### src/card_mirror_defs.vh
/*
 Register offsets, field positions and reset values for the card
 configuration mirror block. Assumes inclusion by bare name.
*/
`ifndef CARD_MIRROR_DEFS_VH
`define CARD_MIRROR_DEFS_VH

// Register indices; the bus byte address is four times the index
`define OFF_CFG_STATUS 8'h00_E1
`define OFF_PIN_REPL 8'h00_E2
`define OFF_SOCKET_COPY 8'h00_E3
`define OFF_EVENT_STATUS 8'h00_E4
`define OFF_EVENT_ENABLE 8'h00_E5
`define OFF_MISC 8'h00_E6
`define OFF_GROUP_CTRL 8'h00_53
`define OFF_GROUP_ACTIVE 8'h00_52

// Host-side register selects (host address bits)
`define HOST_CFG_OPTION 10'h0_200
`define HOST_CFG_STATUS 10'h0_202
`define HOST_PIN_REPL 10'h0_204
`define HOST_SOCKET_COPY 10'h0_206
`define HOST_CIS_LAST 10'h0_1FF

// Access mode index codes
`define MODE_MEMORY 4'h0
`define MODE_BLOCK_IO 4'h1
`define MODE_PRIMARY_IO 4'h2
`define MODE_SECONDARY_IO 4'h3
`define MODE_PRIMARY_FLOPPY 4'h4
`define MODE_SECONDARY_FLOPPY 4'h5

// Interface choice codes
`define SEL_AUTO 2'h0
`define SEL_ATA 2'h1
`define SEL_CARD 2'h2

// Field positions
`define BIT_SUMMARY 7
`define BIT_PIN_ENABLE 6
`define BIT_SLEEP 2
`define BIT_READY_DELTA 5
`define BIT_READY_LEVEL 1
`define BIT_GROUP_ENABLE 2

// Reset values
`define RST_BYTE 8'h00
`define PIN_REPL_RESET 8'h0C
`endif

### src/sticky_event_bit.v
/*
 One sticky event flag with write-one-to-clear.
 Assumes the set and clear strobes are single-cycle and synchronous.
*/
`timescale 1ns/1ps
module sticky_event_bit
(
   // Clock and reset
   input wire clock,
   input wire resetn,
   // Strobes
   input wire set_pulse,
   input wire clear_pulse,
   // State
   output reg flag
);

   // Set wins over a simultaneous clear
   always @(posedge clock or negedge resetn)
   begin
      if (!resetn)
         flag <= 1'b0;
      else if (set_pulse)
         flag <= 1'b1;
      else if (clear_pulse)
         flag <= 1'b0;
   end
endmodule

### src/host_cfg_regs.v
/*
 Host-written configuration registers: option, status, pin image and
 socket/copy, with the write and read strobes that raise events.
 Assumes host strobes are one-cycle pulses synchronous to clock.
*/
`timescale 1ns/1ps
`include "card_mirror_defs.vh"
module host_cfg_regs
(
   // Clock and reset
   input wire clock,
   input wire resetn,
   // Host access
   input wire host_write,
   input wire host_read_attr,
   input wire [9:0] host_addr,
   input wire [7:0] host_wdata,
   // Internal readiness
   input wire readiness_level,
   // Stored images
   output reg [7:0] option_image,
   output reg [7:0] status_image,
   output reg readiness_delta,
   output reg [7:0] socket_image,
   // Event strobes, bits 5..0 of the event group
   output wire [5:0] event_pulse
);

   wire wr_opt;
   wire wr_stat;
   wire wr_pin;
   wire wr_sock;
   wire sleep_change;
   reg ready_prev;
   reg ready_seen;

   assign wr_opt = host_write && (host_addr == `HOST_CFG_OPTION);
   assign wr_stat = host_write && (host_addr == `HOST_CFG_STATUS);
   assign wr_pin = host_write && (host_addr == `HOST_PIN_REPL);
   assign wr_sock = host_write && (host_addr == `HOST_SOCKET_COPY);
   assign sleep_change = wr_stat &&
      (host_wdata[`BIT_SLEEP] != status_image[`BIT_SLEEP]);

   // Event strobes in status-bit order
   assign event_pulse = {host_read_attr && (host_addr <= `HOST_CIS_LAST),
      wr_sock, sleep_change, wr_pin, wr_stat, wr_opt};

   // Host-written images and readiness change tracking
   always @(posedge clock or negedge resetn)
   begin
      if (!resetn)
      begin
         option_image <= `RST_BYTE; // memory mode at power-on
         status_image <= `RST_BYTE;
         socket_image <= `RST_BYTE;
         readiness_delta <= 1'b0;
         ready_prev <= 1'b0;
         ready_seen <= 1'b0;
      end
      else
      begin
         // First cycle after reset only primes the previous level, no false edge
         ready_seen <= 1'b1;
         ready_prev <= readiness_level;
         if (wr_opt)
            option_image <= host_wdata;
         if (wr_stat)
            status_image <= host_wdata;
         if (wr_sock)
            socket_image <= host_wdata;
         if (ready_seen && (ready_prev != readiness_level))
            readiness_delta <= 1'b1;
         else if (wr_pin && host_wdata[`BIT_READY_LEVEL])
            readiness_delta <= host_wdata[`BIT_READY_DELTA];
      end
   end
endmodule

### src/card_config_mirror_and_host_events.v
/*
 Local-processor view of the card configuration registers, host event
 flags and the host interface miscellaneous register, on AHB-Lite.
 Assumes host access strobes, readiness, interrupt and reset inputs are
 synchronous to clock; the strap is stable around reset release.
*/
// The implementer's own choice: the AHB-Lite slave port.
`timescale 1ns/1ps
`include "card_mirror_defs.vh"

// Operation
// - Codes 4,5 floppy I/O; 6-15 reserved
// - Code 0 memory default; 1-3 I/O modes
// - Summary bit is OR of change bits
// - Enabled summary drives status pin in I/O
// - Interrupt view gated by mode and enable
// - E1h mirrors host status register
// - Unused pin bits read fixed values
// - Readiness change sets readiness delta
// - Host one to level writes delta
// - Socket/copy mirror shows copy and socket
// - Event bits sticky until write-one clear
// - Attribute read 000h-1FFh sets bit 5
// - Host register writes set event bits
// - Sleep bit change sets bit 3
// - Enable and group enable gate active flag
// - Misc bit 7 shows live host reset
// - Misc bit 6 shows active interface
// - Select field: auto, ATA, card, reserved
// - Auto picks ATA unless strap pulled down
// - Scratch bits mirrored unchanged
module card_config_mirror_and_host_events
(
   // Clock and reset
   input wire clock,
   input wire resetn,
   // AHB-Lite slave
   input wire hsel,
   input wire [31:0] haddr,
   input wire [1:0] htrans,
   input wire hwrite,
   input wire [2:0] hsize,
   input wire [31:0] hwdata,
   input wire hready,
   output reg [31:0] hrdata,
   output wire hreadyout,
   output wire hresp,
   // Host side of the card interface
   input wire host_write,
   input wire host_read_attr,
   input wire [9:0] host_addr,
   input wire [7:0] host_wdata,
   input wire host_reset,
   input wire host_irq_gate_n,
   input wire ata_irq_request,
   input wire readiness_level,
   input wire mode_strap_pin,
   output reg status_event_pin_n,
   // Decoded state to the rest of the chip
   output wire [3:0] access_mode_index,
   output wire io_mode,
   output wire floppy_support,
   output wire active_interface_flag,
   output wire host_event_active
);

   wire [7:0] option_image;
   wire [7:0] status_image;
   wire readiness_delta;
   wire [7:0] socket_image;
   wire [5:0] event_pulse;
   wire [5:0] event_flag;
   wire [7:0] cfg_status_view;
   wire [7:0] pin_view;
   wire summary;
   wire ata_irq_view;
   wire bus_write;
   wire bus_read;
   // Named views of register fields
   wire summary_pin_enable;
   wire host_narrow_only;
   wire host_sleep_request;
   wire [2:0] host_scratch_bits;
   wire [2:0] copy_number;
   wire [3:0] socket_number;
   wire [7:0] misc_view;
   wire [7:0] group_ctrl_view;
   wire [7:0] group_active_view;
   reg [5:0] event_enable;
   reg host_event_group_enable;
   reg [1:0] interface_choice;
   reg strap_ata;
   reg strap_taken;
   reg wr_pending;
   reg [7:0] wr_addr;
   reg [5:0] clear_pulse;
   // Combinational decode results
   reg mode_io;
   reg mode_floppy;
   reg mode_irq;
   reg iface_ata;
   reg [31:0] next_hrdata;

   // Host-written images and event strobes
   host_cfg_regs u_host_regs
   (
      .clock(clock),
      .resetn(resetn),
      .host_write(host_write),
      .host_read_attr(host_read_attr),
      .host_addr(host_addr),
      .host_wdata(host_wdata),
      .readiness_level(readiness_level),
      .option_image(option_image),
      .status_image(status_image),
      .readiness_delta(readiness_delta),
      .socket_image(socket_image),
      .event_pulse(event_pulse)
   );

   // One sticky flag per event
   genvar i;
   generate
      for (i = 0; i < 6; i = i + 1)
      begin : g_event
         sticky_event_bit u_flag
         (
            .clock(clock),
            .resetn(resetn),
            .set_pulse(event_pulse[i]),
            .clear_pulse(clear_pulse[i]),
            .flag(event_flag[i])
         );
      end
   endgenerate

   // Access mode decode from the index
   assign access_mode_index = option_image[3:0];

   // Mode classes; codes 6 and up are reserved and act as no I/O
   always @*
   begin
      mode_io = 1'b0;
      mode_floppy = 1'b0;
      mode_irq = 1'b0;
      case (access_mode_index)
         `MODE_MEMORY:
            mode_io = 1'b0; // power-on default
         `MODE_BLOCK_IO:
            mode_io = 1'b1;
         `MODE_PRIMARY_IO, `MODE_SECONDARY_IO:
         begin
            mode_io = 1'b1;
            mode_irq = 1'b1; // interrupt view allowed
         end
         `MODE_PRIMARY_FLOPPY, `MODE_SECONDARY_FLOPPY:
         begin
            mode_io = 1'b1;
            mode_floppy = 1'b1;
            mode_irq = 1'b1;
         end
         default:
         begin
            mode_io = 1'b0; // reserved codes
            mode_floppy = 1'b0;
            mode_irq = 1'b0;
         end
      endcase
   end

   // Decoded mode outputs
   assign io_mode = mode_io;
   assign floppy_support = mode_floppy;

   // Interrupt view only in the I/O modes that carry it, with gate enabled
   assign ata_irq_view = ata_irq_request && !host_irq_gate_n && mode_irq;

   // Pin image: fixed battery and lock bits, live readiness
   assign pin_view = {1'b0, 1'b0, readiness_delta, 1'b0,
      1'b1, 1'b1, readiness_level, 1'b0};
   assign summary = |pin_view[7:4];

   // Named fields of the host-written status image
   assign summary_pin_enable = status_image[`BIT_PIN_ENABLE];
   assign host_narrow_only = status_image[5];
   assign host_sleep_request = status_image[`BIT_SLEEP];
   assign host_scratch_bits = {status_image[4:3], status_image[0]};

   // Status mirror: host bits with summary and interrupt view
   assign cfg_status_view = {summary, summary_pin_enable, host_narrow_only,
      host_scratch_bits[2:1], host_sleep_request, ata_irq_view,
      host_scratch_bits[0]};

   // Status-change pin, high unless the enabled summary is set in I/O mode
   always @(posedge clock or negedge resetn)
   begin
      if (!resetn)
         status_event_pin_n <= 1'b1;
      else
         status_event_pin_n <= !(summary_pin_enable && io_mode && summary);
   end

   // Group active flag
   assign host_event_active = host_event_group_enable &&
      |(event_flag & event_enable);

   // Strap captured once after reset release; pulled low selects card mode
   always @(posedge clock or negedge resetn)
   begin
      if (!resetn)
      begin
         strap_ata <= 1'b1;
         strap_taken <= 1'b0;
      end
      else if (!strap_taken)
      begin
         strap_ata <= mode_strap_pin;
         strap_taken <= 1'b1;
      end
   end

   // Active interface: forced choice overrides the automatic strap choice
   always @*
   begin
      iface_ata = strap_ata;
      case (interface_choice)
         `SEL_ATA:
            iface_ata = 1'b1; // forced ATA
         `SEL_CARD:
            iface_ata = 1'b0; // forced card mode
         `SEL_AUTO:
            iface_ata = strap_ata;
         default:
            iface_ata = strap_ata; // reserved code behaves as automatic
      endcase
   end
   assign active_interface_flag = iface_ata;

   // AHB-Lite: zero wait, always OKAY
   assign hreadyout = 1'b1;
   assign hresp = 1'b0;
   assign bus_write = hsel && hready && htrans[1] && hwrite;
   assign bus_read = hsel && hready && htrans[1] && !hwrite;

   // Address phase capture for writes
   always @(posedge clock or negedge resetn)
   begin
      if (!resetn)
      begin
         wr_pending <= 1'b0;
         wr_addr <= `RST_BYTE;
      end
      else if (hready)
      begin
         wr_pending <= bus_write;
         wr_addr <= haddr[9:2]; // word index of the register
      end
   end

   // Data phase: writable registers and clear strobes
   always @(posedge clock or negedge resetn)
   begin
      if (!resetn)
      begin
         event_enable <= 6'h00;
         host_event_group_enable <= 1'b0;
         interface_choice <= `SEL_AUTO;
         clear_pulse <= 6'h00;
      end
      else
      begin
         clear_pulse <= 6'h00;
         if (wr_pending)
         begin
            case (wr_addr)
               `OFF_EVENT_STATUS:
                  clear_pulse <= hwdata[5:0];
               `OFF_EVENT_ENABLE:
                  event_enable <= hwdata[5:0];
               `OFF_MISC:
                  interface_choice <= hwdata[1:0];
               `OFF_GROUP_CTRL:
                  host_event_group_enable <= hwdata[`BIT_GROUP_ENABLE];
               `OFF_CFG_STATUS, `OFF_PIN_REPL, `OFF_SOCKET_COPY, `OFF_GROUP_ACTIVE:
                  clear_pulse <= 6'h00; // read-only images ignore writes
               default:
                  clear_pulse <= 6'h00;
            endcase
         end
      end
   end

   // Field views for the remaining read-back registers
   assign copy_number = socket_image[6:4];
   assign socket_number = socket_image[3:0];
   assign misc_view = {host_reset, active_interface_flag, 4'h0, interface_choice};
   assign group_ctrl_view = {5'h00, host_event_group_enable, 2'h0};
   assign group_active_view = {5'h00, host_event_active, 2'h0};

   // Read mux by register index; reserved bits and unmapped indices read zero
   always @*
   begin
      next_hrdata = 32'h0000_0000;
      case (haddr[9:2])
         `OFF_CFG_STATUS:
            next_hrdata = {24'h00_0000, cfg_status_view};
         `OFF_PIN_REPL:
            next_hrdata = {24'h00_0000, pin_view};
         `OFF_SOCKET_COPY:
            next_hrdata = {25'h000_0000, copy_number, socket_number};
         `OFF_EVENT_STATUS:
            next_hrdata = {26'h000_0000, event_flag};
         `OFF_EVENT_ENABLE:
            next_hrdata = {26'h000_0000, event_enable};
         `OFF_MISC:
            next_hrdata = {24'h00_0000, misc_view};
         `OFF_GROUP_CTRL:
            next_hrdata = {24'h00_0000, group_ctrl_view};
         `OFF_GROUP_ACTIVE:
            next_hrdata = {24'h00_0000, group_active_view};
         default:
            next_hrdata = 32'h0000_0000;
      endcase
   end

   // Read data, registered in the address phase, standing until the next read
   always @(posedge clock or negedge resetn)
   begin
      if (!resetn)
         hrdata <= 32'h0000_0000;
      else if (bus_read)
         hrdata <= next_hrdata;
   end
endmodule

### config.mk
export PLATFORM = sky130hd
export DESIGN_NAME = card_config_mirror_and_host_events
export DESIGN_NICKNAME = d
export VERILOG_FILES = /design/src/sticky_event_bit.v /design/src/host_cfg_regs.v /design/src/card_config_mirror_and_host_events.v
export VERILOG_INCLUDE_DIRS = /design/src /design/src/src
export SDC_FILE = /design/constraint.sdc
export NUM_CORES = 1
export LEC_CHECK = 0
export BUFFER_PORTS_ARGS = -buffer_cell sky130_fd_sc_hd__buf_4
export CAP_MARGIN = 5
export CORE_MARGIN = 4
export CORE_UTILIZATION = 47
export CTS_CLUSTER_DIAMETER = 120
export DETAILED_ROUTE_END_ITERATION = 8
export GPL_ROUTABILITY_DRIVEN = 0
export GPL_TIMING_DRIVEN = 0
export HOLD_SLACK_MARGIN = 0.15
export PLACE_DENSITY_LB_ADDON = 0.15
export SETUP_SLACK_MARGIN = 0.1
export SYNTH_ARGS = -nofsm -noshare
export SYNTH_HDL_FRONTEND = slang
export SYNTH_SLANG_ARGS = --single-unit
### constraint.sdc
create_clock -name clock -period 2.1 [get_ports clock]
set_input_delay 0.105 -clock clock [delete_from_list [all_inputs] [get_ports clock]]
set_output_delay 0.105 -clock clock [all_outputs]
set_load 0.05 [all_outputs]
==> impl_metrics.csv <==
group,metric,value,unit
critical_path,startpoint,"wr_addr[3]$_DFFE_PN0P_",
critical_path,crit_required,2.32,ns
sta,fin_setup_tns,0,ns
finish,post-route-util,0.659,
synth,synth_edf_count,0,
synth,synth_ff_type,"dfrtp_1",
critical_path,crit-reg2reg-launch,"wr_addr[3]$_DFFE_PN0P_",
sta,worst_pin_slew,0.744,ns
sta,fin_crit,1.93,ns
finish,fin_area,4160,sq um
critical_path,reg2reg_slack,0.17,ns
clock_network,root_buffer,"clkbuf_8",
clock_network,clock-sinks,60,
place,portBuffers,59,
detailed_routing,drt-total-wl,7.12,mm
finish,drive_above_1_share,0.388,
power_and_ir_drop,p_leak,2.09,nW
critical_path,cpPeakStageDelay,0.55,ns
grt,grt_pass1_vias,2329,
clock_network,numCtsBuffers,9,
detailed_routing,routedWlPerCell,15.4,um
floorplan,core,6310,sq um
critical_path,path_class,"flip-flop to flip-flop",
critical_path,crit_path_start_kind,"flip-flop",
critical_path,crit_chain,"nand3b_1 -> or4b_4 -> nor3b_4 -> buf_4 -> mux2_2",
min_path,hold_class,"input port to flip-flop",
grt,grt_use_total,0.196,
synth,yosysWarnings,0,
critical_path,cp-end-kind,"flip-flop",
detailed_routing,firstDrtPassIters,4,
grt,grt_max_degree,61,
synth,ys_types,48,
clock_network,htree_levels,3,
place,dpl_cell_area,3680,sq um
critical_path,worst-path-buf-inv,1,
detailed_routing,routed-via-count,2350,
status,status,"finished, final reports clean",
sta,relSlewSlack,0.504,
critical_path,reg2reg_to,"event_enable[0]$_DFFE_PN0P_",
critical_path,cp.arrival,2.15,ns
detailed_routing,drcViolationCount,0,
grt,grt_pass1_wl,11.4,mm
floorplan,die_h,88.4,um
finish,insertedDiodeCount,0,
floorplan,die_x,88.4,um
synth,syn_area,3040,sq um
min_path,hold_end,"g_event[2].u_flag.flag$_DFFE_PN0P_",
floorplan,start_util,0.481,
finish,areaGrowthSynthToFinish,37.1,%
sta,slew_violations,0,
floorplan,rows,29,
synth,synthCells,257,
grt,antenna_found_initial,0,
synth,ys_seq_elements,60,
place,post-dp-hpwl,5.06,mm
clock_network,clk_latency,0.33,ns
finish,nNetsFinal,482,
min_path,whs_path_depth,3,
min_path,hold_start,"host_addr[1]",
sta,whs,0.162,ns
sta,hold_viol,0,
sta,rsz0062_at_grt,"true",
detailed_routing,first_iter_violations,85,
sta,setup_viol_count_final,0,
detailed_routing,routed_via_density,5.06,
sta,fin_crit_sh,0.921,
critical_path,timing.critical_path.max_delay_family,"simple AND/OR/NAND/NOR gates",
power_and_ir_drop,p_per_area,637,nW/um^2
run,maxCapViolCount,0,
grt,grt_overflow,0,
sta,skew,0.00673,ns
clock_network,cts_tree,"done",
synth,ys_seq_area_frac,0.495,
critical_path,critPathMaxFanout,3,
clock_network,clockBufferDepth,2,
clock_network,clk_pin_slew,0.06,ns
floorplan,dieArea,7810,sq um
detailed_routing,antenna_left,0,
floorplan,pin_count,142,
power_and_ir_drop,vdd_drop_max,0.000442,V
synth,ys_async_sr_fraction,1.00,
synth,syn_avg_cell_area,11.8,sq um
sta,fmax,517,MHz
critical_path,crit_path_top_delay_cell,"or4b_4",
critical_path,reg2reg_depth,5,
==> cell type report <==
cell class | instances | area [sq um]
inverters | 13 | 48.8
fillers | 518 | 2150
multi-input cells | 175 | 1360
plain buffers | 34 | 228
flip-flops and latches | 60 | 1500
repair buffers | 89 | 742
clock buffers | 14 | 143
well taps | 77 | 96.3
clock inverters | 2 | 35.0
==> metal layers <==
layer	share of wire	track usage	up-vias
met2	0.50	0.331	63
met5	0	0	-
met1	0.43	0.254	1154
met3	0.055	0.0326	12
li1	-	-	1121
met4	0.017	0.0742	0
==> where the power goes <==
| part | total (mW) | internal (mW) | switching (mW) |
|---|---|---|---|
| Sequential | 1.22 | 1.19 | 0.0296 |
| Clock | 0.970 | 0.549 | 0.421 |
| Combinational | 0.458 | 0.195 | 0.263 |
| Total | 2.65 | 1.94 | 0.713 |
==> placed cells by master (no fill, tap or decap), drive strengths merged, types with 2 or more instances in the layout <==
cell type / synthesis / layout
buf: 28 / 89
dfrtp: 58 / 58
mux2: 40 / 40
dlygate4sd3: 0 / 28
conb: 2 / 27
clkbuf: 6 / 20
inv: 13 / 13
nand2: 8 / 8
a22o: 8 / 8
nor3: 7 / 7
and2: 7 / 7
mux2i: 6 / 6
nor2: 6 / 6
a22oi: 5 / 5
nand2b: 5 / 5
o22ai: 5 / 5
a21oi: 5 / 5
nand3: 3 / 3
and3: 3 / 3
nand4b: 3 / 3
nor2b: 3 / 3
o21ai: 3 / 3
xor2: 3 / 3
nor3b: 3 / 3
nand3b: 2 / 2
nand4bb: 2 / 2
or4: 2 / 2
o41ai: 2 / 2
a21o: 2 / 2
dfstp: 2 / 2
==> repair_timing <==
| action | 4_1_cts | 5_1_grt |
|---|---|---|
| hold buffers | 28 | 0 |
| endpoints found under the setup margin | 7 | 6 |
| cloned | 0 | 0 |
| resized for setup | 1 | 1 |
| endpoints found under the hold margin | 102 | 0 |
| pin swaps | 1 | 1 |
| setup buffers | 2 | 0 |
==> how the worst max path moves through the flow <==
stage / slack [ns] / endpoint / cells past startpoint
4_1_cts: 0.16 / event_enable[1]$_DFFE_PN0P_ / 5
6_report: 0.17 / event_enable[0]$_DFFE_PN0P_ / 5
3_3_place_gp: 0.09 / event_enable[1]$_DFFE_PN0P_ / 4
3_5_place_dp: 0.07 / event_enable[1]$_DFFE_PN0P_ / 4
5_1_grt: 0.1 / event_enable[0]$_DFFE_PN0P_ / 5
2_1_floorplan: 0.23 / status_event_pin_n$_DFF_PN1_ / 3
==> per-stage QoR <==
stage	std cells	total power, mW	worst slack (ns)
after global placement	418	1.66	0.0897
after detailed placement	418	1.66	0.0702
after CTS	464	2.66	0.157
after global routing	464	2.77	0.0963
final	464	2.65	0.166
after floorplan	282	1.52	0.227
==> state kept, by name (all words and copies together) (netlist names) <==
register,flops
clear_pulse,6
u_host_regs.option_image,4
event_enable,6
g_event.u_flag.flag,6
wr_addr,8
wr_pending,1
u_host_regs.status_image,6
hrdata,8
u_host_regs.readiness_delta,1
u_host_regs.socket_image,7
status_event_pin_n,1
u_host_regs.ready_seen,1
interface_choice,2
strap_ata,1
u_host_regs.ready_prev,1
host_event_group_enable,1
==> synth_stat cells, drive strengths merged (2+ instances only) <==
cell type	n	area (sq um)
nand2	8	30.0
dfstp	2	52.6
inv	13	48.8
o22ai	5	31.3
o21ai	3	15.0
nor2	6	38.8
clkbuf	6	22.5
nor3b	3	33.8
and3	3	18.8
dfrtp	58	1450
and2	7	43.8
a22o	8	70.1
a22oi	5	37.5
mux2	40	465
nand2b	5	31.3
buf	28	205
xor2	3	26.3
nand4bb	2	22.5
nor2b	3	18.8
nand4b	3	26.3
nand3b	2	15.0
a21oi	5	25.0
or4	2	22.5
a21o	2	15.0
o41ai	2	17.5
mux2i	6	60.1
nor3	7	35.0
conb	2	7.51
nand3	3	15.0
==> cells by family after synthesis <==
group / count (synthesis) / synth area share
adder cells (fa/ha/maj): 1 / 0.00412
AND/OR/NAND/NOR: 57 / 0.124
other: 2 / 0.00247
buffers and inverters: 47 / 0.0911
flip-flops: 60 / 0.495
multiplexers: 46 / 0.173
XOR/XNOR: 3 / 0.00866
AO/OA/AOI/OAI: 41 / 0.101
==> tightest hold or removal path, delay by kind of cell <==
kind	cells	cell delay (ns)
and+or+nand+nor	1	0.17
buffers and inverters	1	0.09
AOI/OAI and AO/OA	1	0.09
Note: power is estimated with default switching activity, not from simulation.
